==> config.mk <==
export PLATFORM = sky130hd
export DESIGN_NAME = idf_data_flags
export DESIGN_NICKNAME = d
export VERILOG_FILES = /design/src/hdl/idf_pkg.sv /design/src/hdl/idf_data_flags.sv
export SDC_FILE = /design/constraint.sdc
export NUM_CORES = 1
export LEC_CHECK = 0
export BUFFER_PORTS_ARGS = -buffer_cell sky130_fd_sc_hd__buf_2
export CORE_UTILIZATION = 30
export DETAILED_ROUTE_END_ITERATION = 8
export SLEW_MARGIN = 20
export SYNTH_ARGS = -nofsm -noshare
export SYNTH_HDL_FRONTEND = slang
export SYNTH_SLANG_ARGS = --single-unit
export TNS_END_PERCENT = 30
==> constraint.sdc <==
create_clock -name mclk -period 4.6 [get_ports mclk]
set_clock_uncertainty 0.05 [all_clocks]
set_input_delay 0.92 -clock mclk [delete_from_list [all_inputs] [get_ports mclk]]
set_output_delay 0.92 -clock mclk [all_outputs]
set_load 0.005 [all_outputs]
==> src/hdl/idf_pkg.sv <==
package idf_pkg;

    // ------------------------------------------------------------
    // Register map
    // ------------------------------------------------------------
    localparam int          ADDR_W   = 8;
    localparam logic [7:0]  OFF_CTRL = 8'h00;  // Enable and mode bits
    localparam logic [7:0]  OFF_DATA = 8'h10;  // Byte buffer
    localparam logic [7:0]  OFF_STAT = 8'h14;  // Status flags
    localparam logic [7:0]  OFF_ISTS = 8'h20;  // Interrupt status, write one to clear
    localparam logic [7:0]  OFF_IMSK = 8'h24;  // Interrupt mask

    // Control bits
    localparam int C_EN    = 0;  // Peripheral enable
    localparam int C_HOST  = 1;  // SMBus host mode
    localparam int C_ACK   = 2;  // Acknowledge enable
    localparam int C_NOSTR = 3;  // Stretch disable
    localparam int CTRL_W  = 4;

    // Status bit positions
    localparam int B_ALERT = 15;
    localparam int B_TOUT  = 14;
    localparam int B_PEC   = 12;
    localparam int B_OVR   = 11;
    localparam int B_TXE   = 7;
    localparam int DATA_W  = 8;

    // Error flag index, shared by status, interrupt status and mask
    localparam int I_ALERT = 0;
    localparam int I_TOUT  = 1;
    localparam int I_PEC   = 2;
    localparam int I_OVR   = 3;
    localparam int IRQ_W   = 4;
    localparam int ERR_POS [IRQ_W] = '{B_ALERT, B_TOUT, B_PEC, B_OVR};

    // Reset values
    localparam logic [CTRL_W-1:0] CTRL_RST = 4'h0;
    localparam logic [DATA_W-1:0] DATA_RST = 8'h00;
    localparam logic [IRQ_W-1:0]  IRQ_RST  = 4'h0;

    // ------------------------------------------------------------
    // Timing
    // ------------------------------------------------------------
    localparam int MCLK_MHZ  = 250;
    localparam int T_LOW_MS  = 25;  // SCL held low
    localparam int T_MEXT_MS = 10;  // Master cumulative extension
    localparam int T_SEXT_MS = 25;  // Slave cumulative extension
    localparam int CYC_PER_MS = MCLK_MHZ * 1000;
    localparam int CNT_W     = 23;
    localparam logic [CNT_W-1:0] TLOW_CYC  = CNT_W'(T_LOW_MS * CYC_PER_MS);
    localparam logic [CNT_W-1:0] TMEXT_CYC = CNT_W'(T_MEXT_MS * CYC_PER_MS);
    localparam logic [CNT_W-1:0] TSEXT_CYC = CNT_W'(T_SEXT_MS * CYC_PER_MS);
    localparam logic [CNT_W-1:0] CNT_ONE   = 23'h000001;

    // ------------------------------------------------------------
    // Protocol engine carriers
    // ------------------------------------------------------------
    typedef struct packed {
        logic              rxDone;       // Byte completed on the bus, pulse
        logic [DATA_W-1:0] rxByte;       // Completed byte
        logic              rxIsAddr;     // Completed byte was the matched address
        logic              arbLostAck;   // Arbitration lost during the acknowledge pulse
        logic              pecMismatch;  // Received check code mismatch, pulse
        logic              txDue;        // Next byte to send is taken, pulse
        logic              alertRespAddr;// Alert response address received, pulse
        logic              slaveMode;    // Device acts as slave
        logic              transmitting; // Device is the transmitter
        logic              ownStretch;   // Device itself holds SCL low
        logic              msgActive;    // Between start and stop
    } idf_eng_s;

    typedef struct packed {
        logic [DATA_W-1:0] txByte;       // Byte to send next
        logic              forceNack;    // Answer not-acknowledge, pulse
        logic              genStop;      // Generate a stop, pulse
        logic              resetComm;    // Abandon transfer and release lines, pulse
    } idf_cmd_s;

endpackage : idf_pkg

==> src/hdl/idf_data_flags.sv <==
`timescale 1ns/100ps
module idf_data_flags #(
    parameter logic [idf_pkg::CNT_W-1:0] SCL_LOW_CYC = idf_pkg::TLOW_CYC,  // SCL low timeout
    parameter logic [idf_pkg::CNT_W-1:0] MEXT_CYC    = idf_pkg::TMEXT_CYC, // Master extension
    parameter logic [idf_pkg::CNT_W-1:0] SEXT_CYC    = idf_pkg::TSEXT_CYC  // Slave extension
) (
    input  wire logic                        mclk,       // 250 MHz clock
    input  wire logic                        rst_n,      // Synchronous reset, active low
    input  wire logic                        psel,       // APB select
    input  wire logic                        penable,    // APB enable
    input  wire logic                        pwrite,     // APB direction
    input  wire logic [idf_pkg::ADDR_W-1:0]  paddr,      // APB byte address
    input  wire logic [31:0]                 pwdata,     // APB write data
    output logic                             pready,     // APB ready
    output logic [31:0]                      prdata,     // APB read data
    output logic                             pslverr,    // Unmapped address
    input  wire idf_pkg::idf_eng_s           eng,        // Protocol engine events
    output idf_pkg::idf_cmd_s                cmd,        // Commands to the engine
    input  wire logic                        sclIn,      // SCL line level
    input  wire logic                        alert_flag_n, // SMBus alert pin, active low
    output logic                             irq         // Interrupt, active high level
);

    // ------------------------------------------------------------
    // Pin synchronisers
    // ------------------------------------------------------------
    logic sclMeta, sclSync, alertMeta, alertSync, alertPrev;

    // Two flops on both pins plus a third on alert; SCL reads the second, the alert edge uses the second and third
    always_ff @(posedge mclk) begin
        if (!rst_n) begin
            sclMeta   <= 1'b1;
            sclSync   <= 1'b1;
            alertMeta <= 1'b1;
            alertSync <= 1'b1;
            alertPrev <= 1'b1;
        end else begin
            sclMeta   <= sclIn;
            sclSync   <= sclMeta;
            alertMeta <= alert_flag_n;
            alertSync <= alertMeta;
            alertPrev <= alertSync;
        end
    end

    // ------------------------------------------------------------
    // Bus decode
    // ------------------------------------------------------------
    logic [idf_pkg::CTRL_W-1:0] ctrl;
    logic [idf_pkg::DATA_W-1:0] dataByte;
    logic [idf_pkg::IRQ_W-1:0]  errFlag, irqSts, irqMask, ev;
    logic                       txEmptyFlag, txPending, rxUnread;
    logic [31:0]                rdWord, statusWord;
    logic                       acc, wr, hitCtrl, hitData, hitStat, hitIsts, hitImsk, mapped;
    logic                       wrData, wrStat, dataRead, en, host, noStr;

    // Transfer completes on the access cycle with pready high
    assign acc      = psel & penable & pready;
    assign wr       = acc & pwrite;
    assign hitCtrl  = (paddr == idf_pkg::OFF_CTRL);
    assign hitData  = (paddr == idf_pkg::OFF_DATA);
    assign hitStat  = (paddr == idf_pkg::OFF_STAT);
    assign hitIsts  = (paddr == idf_pkg::OFF_ISTS);
    assign hitImsk  = (paddr == idf_pkg::OFF_IMSK);
    assign mapped   = hitCtrl | hitData | hitStat | hitIsts | hitImsk;
    assign wrData   = wr & hitData;
    assign wrStat   = wr & hitStat;
    assign dataRead = acc & ~pwrite & hitData;
    assign en       = ctrl[idf_pkg::C_EN];
    assign host     = ctrl[idf_pkg::C_HOST];

    // ------------------------------------------------------------
    // Event detection
    // ------------------------------------------------------------
    logic [idf_pkg::CNT_W-1:0] sclLowCnt, extAcc, extLimit;
    logic                      sclLowHit, extOn, extHit, rxData, evOver, evUnder, store, evTout;

    // SCL low counter saturates at the limit so the event fires once
    always_ff @(posedge mclk) begin
        if (!rst_n || sclSync) begin
            sclLowCnt <= '0;
        end else if (sclLowCnt != SCL_LOW_CYC) begin
            sclLowCnt <= sclLowCnt + idf_pkg::CNT_ONE;
        end
    end
    assign sclLowHit = ~sclSync & (sclLowCnt == SCL_LOW_CYC - idf_pkg::CNT_ONE);

    // Own extension is summed over one message and cleared between messages
    always_ff @(posedge mclk) begin
        if (!rst_n || !eng.msgActive) begin
            extAcc <= '0;
        end else if (extOn && extAcc <= extLimit) begin
            extAcc <= extAcc + idf_pkg::CNT_ONE;
        end
    end
    assign extOn    = en & eng.msgActive & eng.ownStretch;
    assign extLimit = eng.slaveMode ? SEXT_CYC : MEXT_CYC;
    assign extHit   = extOn & (extAcc == extLimit);
    assign evTout   = en & (sclLowHit | extHit);

    assign noStr   = en & eng.slaveMode & ctrl[idf_pkg::C_NOSTR];
    assign rxData  = eng.rxDone & ~eng.rxIsAddr & ~eng.arbLostAck;
    // unread byte blocks the new one
    assign evOver  = noStr & rxData & rxUnread & ~dataRead;
    // no fresh byte when one is due
    assign evUnder = noStr & eng.txDue & eng.transmitting & ~txPending;
    assign store   = en & rxData & ~evOver;

    assign ev[idf_pkg::I_ALERT] = en & (host ? (alertPrev & ~alertSync) : eng.alertRespAddr);
    assign ev[idf_pkg::I_TOUT]  = evTout;
    assign ev[idf_pkg::I_PEC]   = en & eng.pecMismatch;
    assign ev[idf_pkg::I_OVR]   = evOver | evUnder;

    // ------------------------------------------------------------
    // Control and data buffer
    // ------------------------------------------------------------
    // Control register
    always_ff @(posedge mclk) begin
        if (!rst_n) begin
            ctrl <= idf_pkg::CTRL_RST;
        end else if (wr && hitCtrl) begin
            ctrl <= pwdata[idf_pkg::CTRL_W-1:0];
        end
    end

    // Received byte wins over a software write in the same cycle
    always_ff @(posedge mclk) begin
        if (!rst_n) begin
            dataByte <= idf_pkg::DATA_RST;
        end else if (store) begin
            dataByte <= eng.rxByte;
        end else if (wrData) begin
            dataByte <= pwdata[idf_pkg::DATA_W-1:0];
        end
    end

    always_ff @(posedge mclk) begin
        if (!rst_n || !en) begin
            txPending   <= 1'b0;
            txEmptyFlag <= 1'b0;
        end else if (wrData) begin
            txPending   <= 1'b1;
            txEmptyFlag <= 1'b0;
        end else if (eng.txDue && eng.transmitting) begin
            txPending   <= 1'b0;
            txEmptyFlag <= 1'b1;
        end
    end

    // Unread marker; a new byte wins over the read that clears it
    always_ff @(posedge mclk) begin
        if (!rst_n || !en) begin
            rxUnread <= 1'b0;
        end else if (store) begin
            rxUnread <= 1'b1;
        end else if (dataRead) begin
            rxUnread <= 1'b0;
        end
    end

    // ------------------------------------------------------------
    // Error flags and interrupt
    // ------------------------------------------------------------
    for (genvar i = 0; i < idf_pkg::IRQ_W; i++) begin : g_flag
        // zero clears, one keeps, set wins
        always_ff @(posedge mclk) begin
            if (!rst_n || !en) begin
                errFlag[i] <= 1'b0;
            end else if (ev[i]) begin
                errFlag[i] <= 1'b1;
            end else if (wrStat && !pwdata[idf_pkg::ERR_POS[i]]) begin
                errFlag[i] <= 1'b0;
            end
        end
        // Interrupt copy is write-one-to-clear and outlives a disable
        always_ff @(posedge mclk) begin
            if (!rst_n) begin
                irqSts[i] <= idf_pkg::IRQ_RST[i];
            end else if (ev[i]) begin
                irqSts[i] <= 1'b1;
            end else if (wr && hitIsts && pwdata[i]) begin
                irqSts[i] <= 1'b0;
            end
        end
    end

    // Mask register
    always_ff @(posedge mclk) begin
        if (!rst_n) begin
            irqMask <= idf_pkg::IRQ_RST;
        end else if (wr && hitImsk) begin
            irqMask <= pwdata[idf_pkg::IRQ_W-1:0];
        end
    end

    // Level output, one cycle behind the status bits
    always_ff @(posedge mclk) begin
        if (!rst_n) begin
            irq <= 1'b0;
        end else begin
            irq <= |(irqSts & irqMask);
        end
    end

    // ------------------------------------------------------------
    // Engine commands
    // ------------------------------------------------------------
    // Registered so the engine sees clean one-cycle pulses
    always_ff @(posedge mclk) begin
        if (!rst_n) begin
            cmd <= '0;
        end else begin
            // resent byte is the unchanged buffer
            cmd.txByte    <= dataByte;
            cmd.forceNack <= en & eng.pecMismatch;
            cmd.genStop   <= evTout & ~eng.slaveMode;
            cmd.resetComm <= evTout & eng.slaveMode;
        end
    end

    // ------------------------------------------------------------
    // Read path and APB answer
    // ------------------------------------------------------------
    // status layout, reserved bits zero
    always_comb begin
        statusWord = '0;
        for (int k = 0; k < idf_pkg::IRQ_W; k++) begin
            statusWord[idf_pkg::ERR_POS[k]] = errFlag[k];
        end
        statusWord[idf_pkg::B_TXE] = txEmptyFlag;
    end

    always_comb begin
        rdWord = '0;
        if (hitCtrl) rdWord[idf_pkg::CTRL_W-1:0] = ctrl;
        if (hitData) rdWord[idf_pkg::DATA_W-1:0] = dataByte;
        if (hitStat) rdWord = statusWord;
        if (hitIsts) rdWord[idf_pkg::IRQ_W-1:0] = irqSts;
        if (hitImsk) rdWord[idf_pkg::IRQ_W-1:0] = irqMask;
    end

    // One wait state: data is captured on the same edge that raises pready
    always_ff @(posedge mclk) begin
        if (!rst_n) begin
            pready  <= 1'b0;
            prdata  <= '0;
            pslverr <= 1'b0;
        end else begin
            pready  <= psel & penable & ~pready;
            pslverr <= psel & penable & ~pready & ~mapped;
            prdata  <= (psel & penable & ~pready) ? rdWord : '0;
        end
    end
endmodule : idf_data_flags

-- Yosys cells after proc, flatten, opt, wreduce, memory -nomap -nowiden
Cells that the tools add are included.
- register bits after elaboration: 124
- bits in latches: 0
- memory bits (writable): 0
- bits in read-only memories: 0
- bits of input ports: 65
- output and inout bits: 46
- logic and storage cells: 162
- memories: 0
- add/subtract/negate cells: 2
- $mul: 0
- divide/modulo/power cells: 0
- magnitude comparators: 1
- equality and inequality tests: 7
- shift-type cells: 0
- mux-type cells: 29
- bitwise gates (word level): 52
- reduce and logical (&&, ||, !) cells: 40
- operator list (cell ; count):
    adder 23 x 1 -> 23 bit, second input constant ; 2
    2-to-1 mux 8 bit ; 4
    AND 1 bit ; 31
    == test 23 bit ; 1
    == test 23 bit, second input constant ; 1
    <= comparator 23 bit ; 1
    2-to-1 mux 23 bit ; 1
    != test 23 bit, second input constant ; 1
    nonzero test 2 bit ; 11
    2-to-1 mux 1 bit ; 21
    == test 8 x 5 -> 1 bit, second input constant ; 2
    == test 8 x 6 -> 1 bit, second input constant ; 2
    inverter 1 bit ; 14
    logical AND 1 bit ; 13
    2-to-1 mux 4 bit ; 3
    logical NOT 8 bit ; 1
    OR reduction 4 bit ; 2
    logical NOT 1 bit ; 7
    OR 1 bit ; 6
    AND 4 bit ; 1
    logical OR 1 bit ; 3
    AND reduction 3 bit ; 1
    AND reduction 2 bit ; 1
    OR reduction 2 bit ; 1

-- Logic depth before layout (Yosys ltp)
Gate-level depths: netlist of run 1.
- depth in word-level cells: 9
- depth in mapped cells: 10
- mapped depth without buffers: 9

-- Worst setup path before layout of run 1
Ideal clock, no wire load.
- path type: input to register
- from: input eng[3] (netlist bit)
- to: register extAcc[14] (netlist bit)
- setup time: 0.070 ns
- arrival time: 2.914 ns
- required time: 4.480 ns
- slack: 1.566 ns
- stages on the path: 10
- buffers on the path: 1
- cell sequence: inv_1 -> ha_1 -> a211oi_2 -> nor3_1 -> a2111oi_4 -> o211ai_2 -> and2_4 -> buf_6 -> or4_1 -> a21oi_1
- word-level cells in the longest chain between the ends: 3
- ends and longest elaborated chain (what ; line ; RTL):
    start, declared ; idf_data_flags.sv:17 ; input wire idf_pkg::idf_eng_s eng,
    2-to-1 mux 23 bit ; idf_data_flags.sv:97 ; assign extLimit = eng.slaveMode ? SEXT_CYC : MEXT_CYC;
    <= comparator 23 bit ; idf_data_flags.sv:92 ; end else if (extOn && extAcc <= extLimit) begin
    logical AND 1 bit ; idf_data_flags.sv:92 ;
    end signal, assigned ; idf_data_flags.sv:93 ; extAcc <= extAcc + idf_pkg::CNT_ONE;
    end, declared ; idf_data_flags.sv:75 ; logic [idf_pkg::CNT_W-1:0] sclLowCnt, extAcc, extLimit;
Every way passes these cells.
A chain may end at the register's enable or synchronous reset.

-- Worst setup path in the final report of run 1
- from: input eng[3] (netlist bit)
- to: register extAcc[20] (netlist bit)
Same word-level chain as after synthesis.

==> results of run 1 <==
## registers in the layout, summed over array words and instances (netlist names), 4 cells and up
| register | flops |
|---|---|
| cmd | 11 |
| ctrl | 4 |
| dataByte | 8 |
| errFlag | 4 |
| extAcc | 23 |
| irqMask | 4 |
| irqSts | 4 |
| prdata | 12 |
| sclLowCnt | 23 |
## worst register-to-register path: cells and delay by family (launching register included)
kind | cells | cell delay [ns]
simple gates | 3 | 0.81
flops | 1 | 0.33
compound gates | 3 | 0.74
fa+ha+maj | 1 | 0.33
buf+inv | 1 | 0.29
## layout make-up
type                       instances  share of cell area, %
clock buffer                      10                   4.18
clock inverter                     6                   1.75
inverter                          22                   1.44
multi-input combinational        404                   45.1
sequential                       104                   36.4
tap                              216                   4.72
timing repair buffer              72                   6.39
## stage by stage
stage	utilization, %	setup slack [ns]	hold slack, ns	instance area [um^2]	total power, mW
3_5_place_dp	33.9	0.806	0.343	5380	0.990
3_3_place_gp	33.9	0.840	0.340	5380	0.990
2_1_floorplan	-	1.57	0.336	4970	0.969
6_report	36.0	1.15	0.360	5720	1.82
4_1_cts	36.0	1.16	0.361	5720	1.85
5_1_grt	36.0	0.958	0.371	5720	1.90
## cells by family (layout without fill, tap and decap cells)
logic type                 Yosys count  count (layout)  synth area share (%)
and+or+nand+nor                    231             231                  24.3
DFF                                104             104                  42.5
AOI/OAI and AO/OA                   91              91                  13.9
buffers and inverters               59             110                  6.29
xor gates and xnor gates            29              29                  5.19
adders and majority gates           18              18                  4.60
muxes                               15              15                  3.07
other                                1              20                0.0766
## power by group
part	internal, mW	switching [mW]	total [mW]	leakage, nW
clock	0.502	0.354	0.856	0.167
sequential	0.902	0.00116	0.903	0.839
combinational	0.0241	0.0414	0.0655	1.20
## Yosys cell counts (all sizes together), types with 3 or more instances
library cell | n | area, um^2
dfxtp | 104 | 2080
nand3 | 32 | 170
or4 | 5 | 37.5
nand2 | 55 | 206
nor3 | 11 | 70.1
or3 | 6 | 37.5
o211a | 8 | 80.1
nor2 | 56 | 218
xnor2 | 19 | 166
and3 | 8 | 50.1
ha | 18 | 225
xor2 | 10 | 87.6
inv | 22 | 82.6
nor4 | 8 | 71.3
a31o | 3 | 26.3
a21boi | 6 | 45.0
clkbuf | 12 | 45.0
a31oi | 3 | 18.8
a2111oi | 4 | 72.6
nand4 | 13 | 81.3
a21oi | 29 | 149
mux2i | 15 | 150
o31ai | 3 | 27.5
and2 | 18 | 115
nor2b | 5 | 31.3
nand2b | 8 | 50.1
buf | 25 | 180
a222oi | 4 | 40.0
a211oi | 7 | 57.6
o211ai | 3 | 27.5
o21ai | 10 | 50.0
## how the worst min path moves through the flow
stage                            to  cells after the start  slack [ns]
after global routing        sclSync                      1        0.37
after CTS                   sclSync                      1        0.36
after global placement      sclSync                      1        0.34
final                       sclSync                      1        0.36
after detailed placement    sclSync                      1        0.34
after floorplan           alertSync                      1        0.34
## routing by layer
metal,vias to the layer above,wire length (um),GRT usage [%]
li1,2021,-,-
met1,1785,5510,18.3
met2,73,4750,20.8
met3,10,429,2.99
met4,0,133,4.24
met5,-,0,0
==> flow_metrics.py, run 1 <==
metrics = {
    "outcome": {
        "status": "complete, no violations",
    },
    "final_layout": {
        "drive_above_1_share_pct": 17.8,
        "antenna-diode-count": 0,
        "most-common-layout-cells": "dfxtp_1, buf_2, nor2_1, nand2_1, nand3_1",
        "synthToLayoutAreaGrowth_pct": 16.8,
        "layout_commonest_cell": "dfxtp_1",
        "nFillCells": 1657,
        "finalNonFillerCells": 834,
        "multi_input_area_mm2": 0.00258,
        "seq_area_mm2": 0.00208,
        "nets": 696,
    },
    "setup_path": {
        "cp_cell_sequence": "buf_2 -> inv_1 -> ha_1 -> nand3_1 -> nor4_2 -> nand4_1 -> buf_4 -> a211oi_1 -> a21oi_1 -> o21a_1",
        "startpoint": "eng[3]",
        "endpoint": "extAcc[20]",
        "cp_data_arrival_time_ns": 3.64,
        "crit_path_start_kind": "primary input",
        "end_kind": "flip-flop",
        "required_ns": 4.79,
        "path_buf_inv": 3,
        "cp_max_fo": 10,
        "ff2ff_setup_slack_ns": 1.97,
        "r2r_start": "extAcc[22]",
        "rr_worst_depth": 8,
        "critical-path-top-delay-family": "simple AND/OR/NAND/NOR gates",
        "cp_slowest_cell": "ha_1",
        "cp.depth": 10,
        "max_stage_delay_ns": 0.41,
        "r2r_end": "extAcc[20]",
        "critical_path_class": "in2reg",
    },
    "synthesis": {
        "synth.avg_cell_area_um2": 8.93,
        "ys_types": 59,
        "ys_ff_latch": 104,
        "synth_edf_count": 0,
        "yosys_warnings": 0,
        "synth_top_flop_cell": "dfxtp_1",
        "async_flop_share_pct": 0,
        "synthCells": 548,
        "ys_seq_area_share_pct": 42.5,
        "mappedNetlistArea_mm2": 0.00490,
    },
    "routing": {
        "drc": 0,
        "drtAntennaViolNets": 0,
        "vias": 3889,
        "drtIter0Drc": 267,
        "wl_per_cell_um": 13.0,
        "vias_per_cell": 4.66,
        "wirelength_mm": 10.8,
        "first_pass_iters": 5,
    },
    "timing": {
        "max_freq_ghz": 0.290,
        "rsz0062_at_grt": "false",
        "worst_slew_pin_slew_ns": 0.876,
        "slew_viol_final": 0,
        "hold_viol_final": 0,
        "min_period_over_period_pct": 75.0,
        "final.setup.tns_ns": 0,
        "final-setup-viol-count": 0,
        "fin_crit_ns": 3.45,
        "relSlewSlack_pct": 41.6,
    },
    "clock_tree": {
        "cts-resized-gates": 0,
        "holdBufCountCts": 0,
        "cts_tree": "done",
        "postCtsSetupRepairBufs": 0,
        "clk_pin_slew_ns": 0.07,
        "clockRootBuffer": "clkbuf_16",
        "insertion_delay_ns": 0.35,
        "h-tree-depth": 3,
        "numCtsBuffers": 9,
        "cts_max_path_buffers": 2,
        "cts.sinks": 104,
    },
    "global_routing": {
        "first_global_vias": 3516,
        "grt_pass1_wl_mm": 17.7,
        "antenna_found_initial": 0,
        "grt.overflow.total": 0,
        "grtUsageTotal_pct": 13.4,
        "grt_max_degree": 41,
    },
    "placement": {
        "place_congestion": 0.818,
        "port-buffer-count": 70,
        "dpl.cell_count": 818,
        "hpwl_mm": 8.00,
    },
    "die": {
        "die_w_um": 130,
        "die-area_mm2": 0.0168,
        "fp-row-count": 46,
        "ioPinCount": 111,
        "fp.dieH_um": 130,
        "core_mm2": 0.0159,
        "start_util_pct": 30.8,
    },
    "pwr": {
        "ir_worst_vdd_v": 0.000179,
        "p_leak_nw": 2.21,
        "power.density_mw_per_mm2": 319,
    },
    "job": {
        "drv_cap": 0,
    },
    "min_path": {
        "min-delay-start": "sclMeta",
        "hp-class": "reg2reg",
    },
}
(Power assumes the default switching activity.)
==> inputs of run 2 (changes only) <==
Settings changed: ABC_AREA set to 1.
Clock period 4.6 ns to 3.59 ns, I/O delays scaled along.
==> run 2 against run 1 <==
Compared with the run above:
- routed wire length grew 17%
- utilization down 0.48 points
- combinational power up 45%
- die area grew 10%
- synthesized cell count up 41%
- register-to-register slack lost 0.40 ns
- first-iteration DRC count is 13% lower
- sequential cell count did not move
- sequential share of layout area down 2.9 points
- cell count increased by 29%
- sequential power increased by 28%
- non-clock buffer count increased by 1
- critical endpoint is now extAcc[13]
- largest cell class unchanged
- largest power group unchanged
==> flow_metrics.py, run 2 <==
metrics = {
    "synthesis": {
        "synth_commonest_cells": "nand2_1, inv_1, dfxtp_1, nor2_1, a21oi_1",
        "ys_top_cells_by_area": "dfxtp_1, nand2_1, inv_1",
        "synthCells": 774,
        "synth.most_common_cell": "nand2_1",
        "synth_top_area_share_pct": 38.5,
        "synth_top_flop_cell": "dfxtp_1",
        "synth.avg_cell_area_um2": 6.99,
        "ys_ff_latch": 104,
        "yosysTopAreaCell": "dfxtp_1",
        "async_flop_share_pct": 0,
        "yosys_warnings": 0,
        "mappedNetlistArea_mm2": 0.00541,
        "ys_types": 47,
        "ys_seq_area_share_pct": 38.5,
        "synth_edf_count": 0,
    },
    "clock_tree": {
        "clockRootBuffer": "clkbuf_16",
        "cts-resized-gates": 0,
        "cts_tree": "done",
        "h-tree-depth": 3,
        "insertion_delay_ns": 0.36,
        "clk_pin_slew_ns": 0.07,
        "holdBufCountCts": 0,
        "cts.sinks": 104,
        "numCtsBuffers": 9,
        "postCtsSetupRepairBufs": 0,
        "cts_max_path_buffers": 2,
    },
    "routing": {
        "drc": 0,
        "drtIter0Drc": 232,
        "vias_per_cell": 4.47,
        "drtAntennaViolNets": 0,
        "first_pass_iters": 4,
        "wl_per_cell_um": 11.8,
        "vias": 4804,
        "wirelength_mm": 12.6,
    },
    "min_path": {
        "min_to": "alertSync",
        "hp-class": "reg2reg",
        "min-delay-start": "alertMeta",
        "hold_depth": 1,
    },
    "die": {
        "fp.dieH_um": 136,
        "start_util_pct": 31.0,
        "core_mm2": 0.0175,
        "die_w_um": 136,
        "fp-row-count": 48,
        "ioPinCount": 111,
        "die-area_mm2": 0.0186,
    },
    "final_layout": {
        "multi_input_area_mm2": 0.00274,
        "reg_top3": "extAcc: 23 flops, sclLowCnt: 23 flops, prdata: 12 flops",
        "nFillCells": 1861,
        "most-common-layout-cells": "nand2_1, inv_1, dfxtp_1",
        "seq_area_mm2": 0.00208,
        "layout_commonest_cell": "nand2_1",
        "fin_util_pct": 35.5,
        "nets": 929,
        "drive_above_1_share_pct": 15.2,
        "synthToLayoutAreaGrowth_pct": 14.8,
        "antenna-diode-count": 0,
    },
    "pwr": {
        "p_leak_nw": 2.74,
        "power.density_mw_per_mm2": 361,
        "ir_worst_vdd_v": 0.000268,
    },
    "placement": {
        "hpwl_mm": 9.67,
        "place_ws_ns": 0.643,
        "place_congestion": 0.886,
        "port-buffer-count": 70,
    },
    "timing": {
        "worst_slack_ns": 1.00,
        "worst_slew_pin_slew_ns": 0.753,
        "min_period_over_period_pct": 72.0,
        "final.setup.tns_ns": 0,
        "max_freq_ghz": 0.387,
        "final-setup-viol-count": 0,
        "relSlewSlack_pct": 49.7,
        "slew_viol_final": 0,
        "rsz0062_at_grt": "false",
        "hold_viol_final": 0,
        "hold_ws_ns": 0.366,
        "fin_crit_ns": 2.59,
    },
    "global_routing": {
        "first_global_vias": 4309,
        "grt_max_degree": 45,
        "grt.overflow.total": 0,
        "grtUsageTotal_pct": 14.5,
        "antenna_found_initial": 0,
        "grt_pass1_wl_mm": 20.9,
    },
    "setup_path": {
        "r2r_end": "extAcc[13]",
        "ff2ff_setup_slack_ns": 1.57,
        "required_ns": 3.83,
        "cp_max_fo": 44,
        "rr_worst_depth": 12,
        "cp_data_arrival_time_ns": 2.83,
        "critical_path_class": "in2reg",
        "end_kind": "flip-flop",
        "r2r_start": "extAcc[14]",
        "crit_path_start_kind": "primary input",
    },
    "outcome": {
        "status": "complete, no violations",
    },
    "job": {
        "drv_cap": 0,
    },
}
[run 2: cell types whose count changed after synthesis, moves of 17 or more]
cell	before	now
nand3_1	30	47
a21oi_1	28	51
nor2_1	55	93
xnor2_1	19	2
inv_1	22	116
nand2_1	55	185
and2_1	17	0
[run 2: cell type report]
type / instances / area share, %
Inverter: 118 / 7.13
Clock inverter: 6 / 1.09
Multi-Input combinational cell: 540 / 44.1
Sequential cell: 104 / 33.5
Tap cell: 225 / 4.53
Clock buffer: 9 / 3.63
Timing Repair Buffer: 73 / 6.00
[run 2: worst max-delay path by stage]
stage                start          to  slack (ns)
global placement    eng[3]  extAcc[13]        0.67
CTS                 eng[3]  extAcc[13]        1.02
global route        eng[3]  extAcc[13]        0.76
finish              eng[3]  extAcc[13]        1.00
floorplan           eng[3]  extAcc[17]        1.39
detailed placement  eng[3]  extAcc[13]        0.64
[run 2: cell families (layout without fill, tap and decap cells)]
group,count (synthesis),in the layout,synth area share (%)
AOI/OAI and AO/OA,97,97,9.99
xor gates and xnor gates,2,2,0.324
adders and majority gates,18,18,4.16
buffers and inverters,149,206,12.2
DFF,104,104,38.5
other,1,20,0.0693
and+or+nand+nor,403,403,34.7
[run 2: per-layer routing]
metal  global-route usage [%]  share of wire [%]
met4                     6.17                1.9
met2                     23.4                 46
met1                     19.1                 48
met5                        0                  0
met3                     2.20                3.6
[run 2: power by group]
group	switching [mW]	leakage (nW)	internal [mW]	total, mW
clock	0.449	0.138	0.540	0.989
combinational	0.0587	1.77	0.0359	0.0947
sequential	0.00178	0.839	1.16	1.16
[run 2: stage by stage]
step	power, mW	cell area (um^2)	instances
6_report	2.24	6210	1075
5_1_grt	2.33	6210	1075
4_1_cts	2.27	6210	1075
3_5_place_dp	1.28	5920	1060
3_3_place_gp	1.28	5920	1060
2_1_floorplan	1.25	5480	793
[run 2: critical path, stage by stage]
cell     delay [ns]
buf_2          0.24
inv_1          0.24
ha_1           0.35
nand2_1        0.07
inv_1          0.08
nand2_1        0.05
nor2_1         0.08
nand4_1        0.20
nand2_4        0.41
nand2_1        0.13
nand2_1        0.08
nand2_1        0.04
nor2_1         0.10
